File: config.mk
export PLATFORM = sky130hd
export DESIGN_NAME = scr_sensor_regs
export DESIGN_NICKNAME = d
export VERILOG_FILES = /design/src/verilog/scr_pkg.sv /design/src/verilog/scr_sensor_regs.sv /design/src/verilog/scr_spi_shifter.sv
export SDC_FILE = /design/constraint.sdc
export NUM_CORES = 1
export LEC_CHECK = 0
export BUFFER_PORTS_ARGS = -buffer_cell sky130_fd_sc_hd__buf_4
export CORE_MARGIN = 4
export CORE_UTILIZATION = 40
export DETAILED_ROUTE_END_ITERATION = 7
export GPL_ROUTABILITY_DRIVEN = 0
export PLACE_DENSITY_LB_ADDON = 0.12
export SYNTH_ARGS = -nofsm -noshare
export SYNTH_HDL_FRONTEND = slang
export SYNTH_SLANG_ARGS = --single-unit
File: constraint.sdc
create_clock -name clk_in -period 14.6 [get_ports clk_in]
set_input_delay 2.92 -clock clk_in [delete_from_list [all_inputs] [get_ports clk_in]]
set_output_delay 2.92 -clock clk_in [all_outputs]
set_load 0.005 [all_outputs]
File: src/verilog/scr_pkg.sv
// Purpose: Shared constants and types for the sensor control register block.
// Assumes: Registers are reached only through the four-wire serial port.
// Notes:   Address byte bit 7 set means write, clear means read.
package scr_pkg;

  // ==========================================================================
  // Serial framing
  // ==========================================================================
  localparam int          SCR_BYTE_W       = 8;
  localparam int          SCR_ADDR_W       = 7;
  localparam int          SCR_SYNC_STAGES  = 2;
  localparam int          SCR_WRITE_BIT    = 7;
  localparam logic [2:0]  SCR_LAST_BIT     = 3'h7;

  // ==========================================================================
  // Register offsets
  // ==========================================================================
  localparam logic [6:0]  SCR_ADDR_FRAME_ACT = 7'h2E;
  localparam logic [6:0]  SCR_ADDR_SOFT_RST  = 7'h3A;
  localparam logic [6:0]  SCR_ADDR_PWR_DOWN  = 7'h3B;
  localparam logic [6:0]  SCR_ADDR_REV_CMP   = 7'h3E;
  localparam logic [6:0]  SCR_ADDR_PART_CMP  = 7'h3F;
  localparam logic [6:0]  SCR_ADDR_BURST     = 7'h42;

  // ==========================================================================
  // Command codes and field layout
  // ==========================================================================
  localparam logic [7:0]  SCR_SOFT_RST_CODE  = 8'h5A;
  localparam logic [7:0]  SCR_PWR_DOWN_CODE  = 8'hE7;
  localparam int          SCR_FRAME_BITS_W   = 5;
  localparam int          SCR_MODE_LSB       = 6;
  localparam logic [4:0]  SCR_FRAME_SET      = 5'h1F;
  localparam logic [4:0]  SCR_FRAME_RST      = 5'h00;
  localparam logic [7:0]  SCR_IDLE_BYTE      = 8'h00;

  // Power mode encodings
  localparam logic [1:0]  SCR_MODE_RUN       = 2'h0;
  localparam logic [1:0]  SCR_MODE_REST1     = 2'h1;
  localparam logic [1:0]  SCR_MODE_REST2     = 2'h2;
  localparam logic [1:0]  SCR_MODE_REST3     = 2'h3;

  // ==========================================================================
  // Burst readout
  // ==========================================================================
  localparam logic [2:0]  SCR_BURST_LEN      = 3'h7;
  localparam logic [2:0]  SCR_BURST_CLR_AT   = 3'h3;

  typedef enum logic [1:0] {
    SCR_ST_ADDR  = 2'b00,
    SCR_ST_WDATA = 2'b01,
    SCR_ST_RDATA = 2'b10,
    SCR_ST_BURST = 2'b11
  } scr_state_t;

endpackage

File: src/verilog/scr_sensor_regs.sv
// Purpose: Frame activity, soft reset, shutdown, id complement and burst readout
//          registers of a motion sensor, reached over the four-wire serial port.
// Assumes: Imaging engine supplies motion data, a frame pulse and the power mode
//          on clk_in; serial pins are asynchronous to clk_in.
// Notes:   One transaction is an address byte followed by data bytes.
// Function
// - Report the power mode as two bits: run, rest one, rest two, rest three.
// - Set the five frame activity bits on every captured frame outside shutdown.
// - Any write to the observation register clears the frame activity bits.
// - Writing 0x5A to the soft reset register resets the device.
// - Soft reset returns every setting to its default value.
// - Writing 0xE7 to the power down register enters shutdown.
// - Two read-only registers return inverted revision and part codes.
// - Reading the burst register starts streaming bytes without new addresses.
// - Burst order: status, X, Y, quality, shutter high, shutter low, max pixel.
// - Accumulated motion is cleared once three burst bytes are read.
// - Burst may end at any byte boundary after X without error.
`timescale 1ns/10ps
module scr_sensor_regs
  import scr_pkg::*;
#(
  parameter logic [7:0] REVISION_CODE = 8'h12,  // Arbitrary value
  parameter logic [7:0] PART_CODE     = 8'h34   // Arbitrary value
)(
  input  wire logic        clk_in,
  input  wire logic        rst_n_in,
  input  wire logic        ncs_n_in,
  input  wire logic        sclk_in,
  input  wire logic        mosi_in,
  input  wire logic        frame_strobe_in,
  input  wire logic [1:0]  power_mode_in,
  input  wire logic [7:0]  motion_status_in,
  input  wire logic [7:0]  delta_x_in,
  input  wire logic [7:0]  delta_y_in,
  input  wire logic [7:0]  surface_quality_in,
  input  wire logic [15:0] shutter_in,
  input  wire logic [7:0]  max_pixel_in,
  output logic             miso_out,
  output logic             miso_oe_out,
  output logic             motion_clear_out,
  output logic             soft_reset_out,
  output logic             shutdown_out
);

  // ==========================================================================
  // Serial port
  // ==========================================================================
  logic [7:0] rx_byte;
  logic       rx_valid;
  logic       sel;
  logic [7:0] tx_q;

  scr_spi_shifter u_shifter (
    .clk_in       (clk_in),
    .rst_n_in     (rst_n_in),
    .ncs_n_in     (ncs_n_in),
    .sclk_in      (sclk_in),
    .mosi_in      (mosi_in),
    .tx_data_in   (tx_q),
    .rx_data_out  (rx_byte),
    .rx_valid_out (rx_valid),
    .sel_out      (sel),
    .miso_out     (miso_out),
    .miso_oe_out  (miso_oe_out)
  );

  // ==========================================================================
  // Reset tree
  // ==========================================================================
  logic soft_reset_q;
  logic cfg_rst;

  // Soft reset reaches every setting but not the serial engine itself,
  // so the frame that carried the command finishes cleanly
  assign cfg_rst        = !rst_n_in || soft_reset_q;
  assign soft_reset_out = soft_reset_q;

  // ==========================================================================
  // Write decode
  // ==========================================================================
  scr_state_t state_q;
  logic [6:0] addr_q;
  logic       wr_stb;
  logic       obs_clear;
  logic       rst_cmd;
  logic       pd_cmd;

  assign wr_stb    = rx_valid && sel && (state_q == SCR_ST_WDATA);
  assign obs_clear = wr_stb && (addr_q == SCR_ADDR_FRAME_ACT);
  assign rst_cmd   = wr_stb && (addr_q == SCR_ADDR_SOFT_RST)
                     && (rx_byte == SCR_SOFT_RST_CODE);
  assign pd_cmd    = wr_stb && (addr_q == SCR_ADDR_PWR_DOWN)
                     && (rx_byte == SCR_PWR_DOWN_CODE);

  always_ff @(posedge clk_in) begin
    if (!rst_n_in) begin
      soft_reset_q <= 1'b0;
    end else begin
      soft_reset_q <= rst_cmd;
    end
  end

  // Only soft reset or hardware reset wakes the device; no other write clears this
  always_ff @(posedge clk_in) begin
    if (cfg_rst) begin
      shutdown_out <= 1'b0;
    end else if (pd_cmd) begin
      shutdown_out <= 1'b1;
    end
  end

  // ==========================================================================
  // Frame activity bits
  // ==========================================================================
  logic [4:0] frame_toggle_bits_q;

  // A frame in the clearing cycle wins, so no frame outside shutdown is missed
  always_ff @(posedge clk_in) begin
    if (cfg_rst) begin
      frame_toggle_bits_q <= SCR_FRAME_RST;
    end else if (frame_strobe_in && !shutdown_out) begin
      frame_toggle_bits_q <= SCR_FRAME_SET;
    end else if (obs_clear) begin
      frame_toggle_bits_q <= SCR_FRAME_RST;
    end
  end

  // ==========================================================================
  // Read data
  // ==========================================================================
  function automatic logic [7:0] scr_read_value(input logic [6:0] addr,
                                                input logic [1:0] mode,
                                                input logic [4:0] frame_bits);
    logic [7:0] val;
    val = SCR_IDLE_BYTE;
    case (addr)
      SCR_ADDR_FRAME_ACT: val = {mode, 1'b0, frame_bits};
      SCR_ADDR_REV_CMP:   val = ~REVISION_CODE;
      SCR_ADDR_PART_CMP:  val = ~PART_CODE;
      default:            val = SCR_IDLE_BYTE;
    endcase
    return val;
  endfunction

  // ==========================================================================
  // Transaction sequencer and burst readout
  // ==========================================================================
  logic [7:0] burst_snap_q [7];
  logic [2:0] burst_idx_q;
  logic       burst_start;

  assign burst_start = rx_valid && sel && (state_q == SCR_ST_ADDR)
                       && !rx_byte[SCR_WRITE_BIT]
                       && (rx_byte[6:0] == SCR_ADDR_BURST);

  // Snapshot keeps the seven bytes coherent while motion is cleared midway
  always_ff @(posedge clk_in) begin
    if (burst_start) begin
      burst_snap_q[0] <= motion_status_in;
      burst_snap_q[1] <= delta_x_in;
      burst_snap_q[2] <= delta_y_in;
      burst_snap_q[3] <= surface_quality_in;
      burst_snap_q[4] <= shutter_in[15:8];
      burst_snap_q[5] <= shutter_in[7:0];
      burst_snap_q[6] <= max_pixel_in;
    end
  end

  // Deselect always returns to the address phase, ending a burst anywhere
  always_ff @(posedge clk_in) begin
    if (cfg_rst || !sel) begin
      state_q     <= SCR_ST_ADDR;
      addr_q      <= 7'h00;
      burst_idx_q <= 3'h0;
      tx_q        <= SCR_IDLE_BYTE;
    end else if (rx_valid) begin
      case (state_q)
        SCR_ST_ADDR: begin
          addr_q <= rx_byte[6:0];
          if (rx_byte[SCR_WRITE_BIT]) begin
            state_q <= SCR_ST_WDATA;
            tx_q    <= SCR_IDLE_BYTE;
          end else if (rx_byte[6:0] == SCR_ADDR_BURST) begin
            state_q     <= SCR_ST_BURST;
            burst_idx_q <= 3'h1;
            tx_q        <= motion_status_in;
          end else begin
            state_q <= SCR_ST_RDATA;
            tx_q    <= scr_read_value(rx_byte[6:0], power_mode_in,
                                      frame_toggle_bits_q);
          end
        end
        SCR_ST_WDATA: begin
          state_q <= SCR_ST_ADDR;
          tx_q    <= SCR_IDLE_BYTE;
        end
        SCR_ST_RDATA: begin
          state_q <= SCR_ST_ADDR;
          tx_q    <= SCR_IDLE_BYTE;
        end
        SCR_ST_BURST: begin
          if (burst_idx_q < SCR_BURST_LEN) begin
            tx_q        <= burst_snap_q[burst_idx_q];
            burst_idx_q <= burst_idx_q + 3'h1;
          end else begin
            tx_q <= SCR_IDLE_BYTE;
          end
        end
        default: begin
          state_q <= SCR_ST_ADDR;
          tx_q    <= SCR_IDLE_BYTE;
        end
      endcase
    end
  end

  // Pulse after the third burst byte has fully left the port
  always_ff @(posedge clk_in) begin
    if (cfg_rst) begin
      motion_clear_out <= 1'b0;
    end else begin
      motion_clear_out <= rx_valid && sel && (state_q == SCR_ST_BURST)
                          && (burst_idx_q == SCR_BURST_CLR_AT);
    end
  end

endmodule // scr_sensor_regs

File: src/verilog/scr_spi_shifter.sv
// Purpose: Byte engine for the four-wire serial port, sampled on clk_in.
// Assumes: Serial clock idles high, data sampled on its rising edge, MSB first.
// Notes:   Serial clock must be no faster than an eighth of clk_in.
`timescale 1ns/10ps
module scr_spi_shifter
  import scr_pkg::*;
(
  input  wire logic       clk_in,
  input  wire logic       rst_n_in,
  input  wire logic       ncs_n_in,
  input  wire logic       sclk_in,
  input  wire logic       mosi_in,
  input  wire logic [7:0] tx_data_in,
  output logic      [7:0] rx_data_out,
  output logic            rx_valid_out,
  output logic            sel_out,
  output logic            miso_out,
  output logic            miso_oe_out
);

  // ==========================================================================
  // Pin synchronisers
  // ==========================================================================
  logic [2:0] sclk_sync_q;
  logic [1:0] ncs_sync_q;
  logic [1:0] mosi_sync_q;
  logic       sclk_rise;
  logic       sclk_fall;

  always_ff @(posedge clk_in) begin
    if (!rst_n_in) begin
      sclk_sync_q <= 3'h7;
      ncs_sync_q  <= 2'h3;
      mosi_sync_q <= 2'h0;
    end else begin
      sclk_sync_q <= {sclk_sync_q[1:0], sclk_in};
      ncs_sync_q  <= {ncs_sync_q[0], ncs_n_in};
      mosi_sync_q <= {mosi_sync_q[0], mosi_in};
    end
  end

  // Edge detection looks only at the second stage and its delayed copy
  assign sclk_rise = sclk_sync_q[1] & ~sclk_sync_q[2];
  assign sclk_fall = ~sclk_sync_q[1] & sclk_sync_q[2];
  assign sel_out   = ~ncs_sync_q[1];

  // ==========================================================================
  // Shift registers
  // ==========================================================================
  logic [2:0] bit_cnt_q;
  logic [7:0] rx_shift_q;
  logic [7:0] tx_shift_q;
  logic       load_pending_q;

  // Deselect drops any partial byte, so an early end of frame is harmless
  always_ff @(posedge clk_in) begin
    if (!rst_n_in || !sel_out) begin
      bit_cnt_q      <= 3'h0;
      rx_shift_q     <= 8'h00;
      tx_shift_q     <= 8'h00;
      load_pending_q <= 1'b0;
      rx_valid_out   <= 1'b0;
    end else begin
      rx_valid_out <= 1'b0;
      if (sclk_rise) begin
        rx_shift_q <= {rx_shift_q[6:0], mosi_sync_q[1]};
        bit_cnt_q  <= bit_cnt_q + 3'h1;
        if (bit_cnt_q == SCR_LAST_BIT) begin
          rx_valid_out   <= 1'b1;
          load_pending_q <= 1'b1;
        end
      end
      if (sclk_fall) begin
        if (load_pending_q) begin
          tx_shift_q     <= tx_data_in;
          load_pending_q <= 1'b0;
        end else begin
          tx_shift_q <= {tx_shift_q[6:0], 1'b0};
        end
      end
    end
  end

  always_ff @(posedge clk_in) begin
    if (!rst_n_in) begin
      rx_data_out <= 8'h00;
    end else if (sel_out && sclk_rise && bit_cnt_q == SCR_LAST_BIT) begin
      rx_data_out <= {rx_shift_q[6:0], mosi_sync_q[1]};
    end
  end

  assign miso_out    = tx_shift_q[7];
  assign miso_oe_out = sel_out;

endmodule // scr_spi_shifter

# [Word-level counts from Yosys, hierarchy flattened]
# Memory sizes are Yosys's and may differ from the RTL's. A register that Yosys moved wholly into a read port is not among the register bits.
# Index checks and enable logic that the tools add are counted.
[classes] addsub=2 magnitude_cmp=1 n_eq_ne=17 muxes=24 bitwise_logic=6 n_reduce_logical=30
[op_table] op="case mux 8 bit (3 select lines)" count=2
[op_table] op="equality test 7 x 6 -> 1 bit, second input constant" count=6
[op_table] op="two-way mux 8 bit" count=4
[op_table] op="logical AND 1 bit" count=15
[op_table] op="two-way mux 3 bit" count=5
[op_table] op="two-way mux 5 bit" count=2
[op_table] op="equality test 8 x 7 -> 1 bit, second input constant" count=1
[op_table] op="equality test 8 bit, second input constant" count=1
[op_table] op="two-way mux 1 bit" count=8
[op_table] op="equality test 7 bit, second input constant" count=1
[op_table] op="adder 3 x 1 -> 3 bit, second input constant" count=2
[op_table] op="case mux 3 bit (2 select lines)" count=1
[op_table] op="nonzero test 2 bit" count=3
[op_table] op="AND reduction 5 bit" count=1
[op_table] op="equality test 2 bit, second input constant" count=2
[op_table] op="!= test 2 bit, second input constant" count=2
[op_table] op="NOT 1 bit" count=4
[op_table] op="case mux 2 bit (2 select lines)" count=1
[op_table] op="AND reduction 2 bit" count=2
[op_table] op="OR reduction 2 bit" count=2
[op_table] op="equality test 3 x 2 -> 1 bit, second input constant" count=1
[op_table] op="equality test 3 bit, second input constant" count=1
[op_table] op="logical NOT 1 bit" count=3
[op_table] op="logical OR 1 bit" count=3
[op_table] op="other kinds (6)" count=7
[word_totals] ff_bits=63 ramBits=56 in_bits=64 out_inout_bits=5 elab_cells=98 n_memories=1
[mem_list] name="burst_snap_q" words=7 word_bits=8 read_ports=1 rd_ports_with_merged_regs=1 write_ports=7 line_no="scr_sensor_regs.sv:148" rtl="logic [7:0] burst_snap_q [7];"

# [Logic depth before layout (Yosys ltp)]
[depth] word_depth=7 ltp_mapped=6 mapped_depth_nobuf=6

# [Cells and area by module]
# Synthesis repeated with hierarchy kept, for this count alone.
[hier_totals] cells_unflattened=402 area_unflattened_um2=4854.7
[modules_own_cells] module="scr_sensor_regs" instances=1 cells_each=268 area_each_um2=3515.9 seq_area_each_um2=2222.1
[modules_own_cells] module="scr_spi_shifter" instances=1 cells_each=134 area_each_um2=1338.8 seq_area_each_um2=700.7

# [Least setup slack after synthesis]
# No wires, ideal clock.
[synth_path] kind="flip-flop to flip-flop" from="reg state_q[0]" to="mem burst_snap_q[0][0], enable pin" setup_time_ns=0.608 arrival_ns=6.331 t_required_ns=13.992 slack_ns=7.661 path_stages_with_launch=6 n_path_buf=1 synth_period_minus_slack_ns=6.939 cell_sequence="dfxtp_1 > inv_1 > ha_1 > clkbuf_1 > inv_1 > nor4_1"
[synth_rtl] element="start: declaration" line_no="scr_sensor_regs.sv:81" rtl="scr_state_t state_q;"
[synth_rtl] element="start signal: assignment" line_no="scr_sensor_regs.sv:172" rtl="state_q <= SCR_ST_ADDR;"
[synth_rtl] element="start signal: assignment" line_no="scr_sensor_regs.sv:181" rtl="state_q <= SCR_ST_WDATA;"
[synth_rtl] element="start signal: assignment" line_no="scr_sensor_regs.sv:184" rtl="state_q <= SCR_ST_BURST;"
[synth_rtl] element="end: declaration" line_no="scr_sensor_regs.sv:148"

# [Worst setup path in the final report]
[layout_path] from="reg u_shifter.ncs_sync_q[1]" to="out miso_oe_out"
[layout_between] elab_chain_len=1
[layout_lines] element="start: declaration" line_no="scr_spi_shifter.sv:25" rtl="logic [1:0] ncs_sync_q;"
[layout_lines] element="start signal: assignment" line_no="scr_spi_shifter.sv:37" rtl="ncs_sync_q <= {ncs_sync_q[0], ncs_n_in};"
[layout_lines] element="NOT 1 bit" line_no="scr_spi_shifter.sv:45" rtl="assign sel_out = ~ncs_sync_q[1];"
[layout_lines] element="end: declaration" line_no="scr_sensor_regs.sv:39" rtl="output logic miso_oe_out,"
# Every way passes these cells.

==> qor.txt <==
Syn_area_per_cell - 11.29 µm²
Die width - 117.5 µm
Largest net degree at the start of global routing - 57
Max-slew violation count - 0
Initial antenna violation count - 0
XOR/XNOR share of the synthesized area - 0.1825%
Hold_sp - u_shifter.ncs_sync_q[0]$_SDFF_PN1_
Slew Limit Headroom - 37.00%
Synth Instances - 425
Antenna-violating nets left - 0
Most common cell after layout, fill and taps aside - buf_4
Starting density of the core - 41.49%
Most frequent cells in the layout - 70 x buf_4, 69 x nand2_1, 62 x dfxtp_1
Post-synthesis simple-gate area fraction - 15.25%
Reg2Reg Setup Slack - 12260 ps
Status - completed
Number of iterations in the first detailed-routing pass - 4
Clk pin slew, worst setup/hold paths - 50 ps
Crit-path cells - inv_1, buf_4
CTS root buf - clkbuf_16
Diode count - 0
Final setup viols - 0
Yosys cell types - 49
Ys flop type - dfxtp_1
Clk_lat worst skew - 410 ps
Max Fclk - 0.2459 GHz
Post-Synth Adder-Cell Area - 2.086%
Post-synth EDFFs - 56
Postcts setup bufs - 0
Sequential share of the synthesized area - 60.91%
Grt total ovfl - 0
CP max stage delay - 410 ps
Crit path kind - reg2out
Worst Path Required - 11680 ps
Worst Skew - 5.804 ps
Dpl hpwl - 7.640 mm
Max cap viols - 0
TritonCTS clock tree - built
Via count - 3328
Vias per cell - 5.144
Post-synth ARST share - 0%
Total clock sinks - 118
IO Count - 69
Num rows - 39
Chip height - 117.5 µm
Final WL - 10.81 mm
Worst hold slack - 406.6 ps
TritonCTS Buffers - 17
Vias in the first global route - 3400
Fraction of layout cells with a size suffix above 1 - 21.43%
Routed len/inst - 16.71 µm
H-tree Lvls - 4
Fill cells - 1032
Pwr/cell area - 131.7 nW/µm²
Setup TNS - 0 ps
Crit start category - flip-flop
Worst Setup End Kind - output port
CORE AREA - 11560 µm²
Flip-flop and latch count after synthesis - 118
First-pass GRT wire length - 17.68 mm
Slew @ Worst Pin - 943.8 ps
DR iter-0 viols - 305
Count of nets after finishing - 563
# resized after CTS - 0
Worst setup startpoint - u_shifter.ncs_sync_q[1]$_SDFF_PN1_
Syn_nets - 497
RR Startpoint - u_shifter.rx_data_out[0]$_SDFFE_PN0P_
RSZ-0062 raised after global routing - false
Crit path max fanout - 5
Main combinational cell family by area after synthesis - simple AND/OR/NAND/NOR gates
Longest Clk Path Bufs - 2
Compound-cell area share of the yosys netlist - 11.58%
P_leak - 0.002069 µW
Overall routing resource usage - 16.56%
Hold crit path type - reg2reg
DRC viols - 0
Tcrit/Tclk final - 27.85%
Mapped Area - 4798 µm²
Hold Fails Final Rpt - 0
Yosys warning count - 0
Arrival time at the worst endpoint - 1150 ps
Mux contribution to synthesized area - 7.093%
Peak supply drop - 0.06443 mV
I/O Buffers - 68
Die area - 13810 µm²
Slowest-stage cell, CP - dfxtp_1
Period minus WS final - 4066 ps
Area growth syn-to-layout - 25.53%
Post-CTS Hold Fix Bufs - 0
-- path summary, 6_finish.rpt --
kind / cells past startpoint / end
setup / recovery: 2 / miso_oe_out
setup reg to reg: 4 / burst_snap_q[0][7]$_DFFE_PP_
hold reg to reg: 1 / u_shifter.ncs_sync_q[1]$_SDFF_PN1_
hold / removal: 1 / u_shifter.ncs_sync_q[1]$_SDFF_PN1_
-- cell families after synthesis --
kind of cell | Yosys count
DFF | 118
adders and majority gates | 8
buffers and inverters | 34
and+or+nand+nor | 147
xor gates and xnor gates | 1
muxes | 29
AOI/OAI and AO/OA | 88
-- per-layer routing --
layer / global-route usage (%) / up-vias / wire, µm
met4: 6.154 / 0 / 88
met2: 25.11 / 61 / 5156
met1: 21.73 / 1585 / 5044
met3: 6.151 / 10 / 525
met5: 0 / - / 0
li1: - / 1672 / -
-- critical path: cells and delay by family (launching register included) --
family                 cells  cell delay, ps
buffers and inverters      2             330
DFF                        1             410
-- power by group --
part,leakage (µW),switching (µW),total [µW],internal (µW)
sequential,0.00100,0.693,348,347
combinational,0.000771,6.54,18.9,12.4
clock,0.000293,141,426,285
total,0.00207,148,793,645
-- through the flow --
stage	area, µm²	instances	total power [µW]	utilization (%)	setup slack [ps]
finish	6023	647	793.3	52.08	10530
global route	6023	647	818.1	52.08	10380
CTS	6023	647	802.3	52.08	10510
detailed placement	5411	615	374.0	46.79	10260
global placement	5411	615	373.8	46.79	10320
floorplan	4798	425	358.8	-	7661
-- flip-flops by register name, indices dropped and copies added, names as in the netlist, 2 cells and up, named ones only --
| signal | flops |
|---|---|
| addr_q | 7 |
| u_shifter.sclk_sync_q | 3 |
| u_shifter.tx_shift_q | 8 |
| u_shifter.mosi_sync_q | 2 |
| tx_q | 8 |
| u_shifter.rx_shift_q | 7 |
| u_shifter.rx_data_out | 8 |
| burst_idx_q | 3 |
| u_shifter.ncs_sync_q | 2 |
| u_shifter.bit_cnt_q | 3 |
| burst_snap_q | 56 |
| state_q | 2 |
-- layout make-up --
class                      instances  area (µm²)  share of cell area [%]
sequential                       118        2923                   48.53
inverter                          11       41.29                  0.6855
tap                              143       178.9                   2.971
timing repair buffer              70       525.5                   8.725
clock buffer                      23       489.2                   8.122
multi-input combinational        273        1743                   28.94
clock inverter                     9       122.6                   2.036
-- Yosys cell counts, drive strengths merged, types with 2 or more instances --
master | count | area [µm²]
dfxtp | 62 | 1241
a41oi | 2 | 17.52
o22ai | 4 | 25.02
a31oi | 7 | 43.79
inv | 11 | 41.29
a211oi | 3 | 22.52
nor3b | 2 | 15.01
o2111ai | 2 | 17.52
nor2b | 6 | 37.54
nand3 | 12 | 60.06
a21boi | 8 | 60.06
ha | 8 | 100.1
a21oi | 25 | 125.1
a2bb2oi | 2 | 17.52
mux2i | 25 | 250.2
edfxtp | 56 | 1682
nor4 | 4 | 25.02
buf | 6 | 33.78
a22oi | 6 | 45.04
nand2 | 69 | 259.0
and3 | 3 | 18.77
or2 | 2 | 12.52
clkbuf | 17 | 63.81
mux4 | 4 | 90.09
nor2 | 11 | 41.29
o21ai | 23 | 115.1
and2 | 3 | 18.77
nor3 | 10 | 61.31
nand2b | 18 | 115.1
No activity file was read; power rests on OpenSTA's default activity.
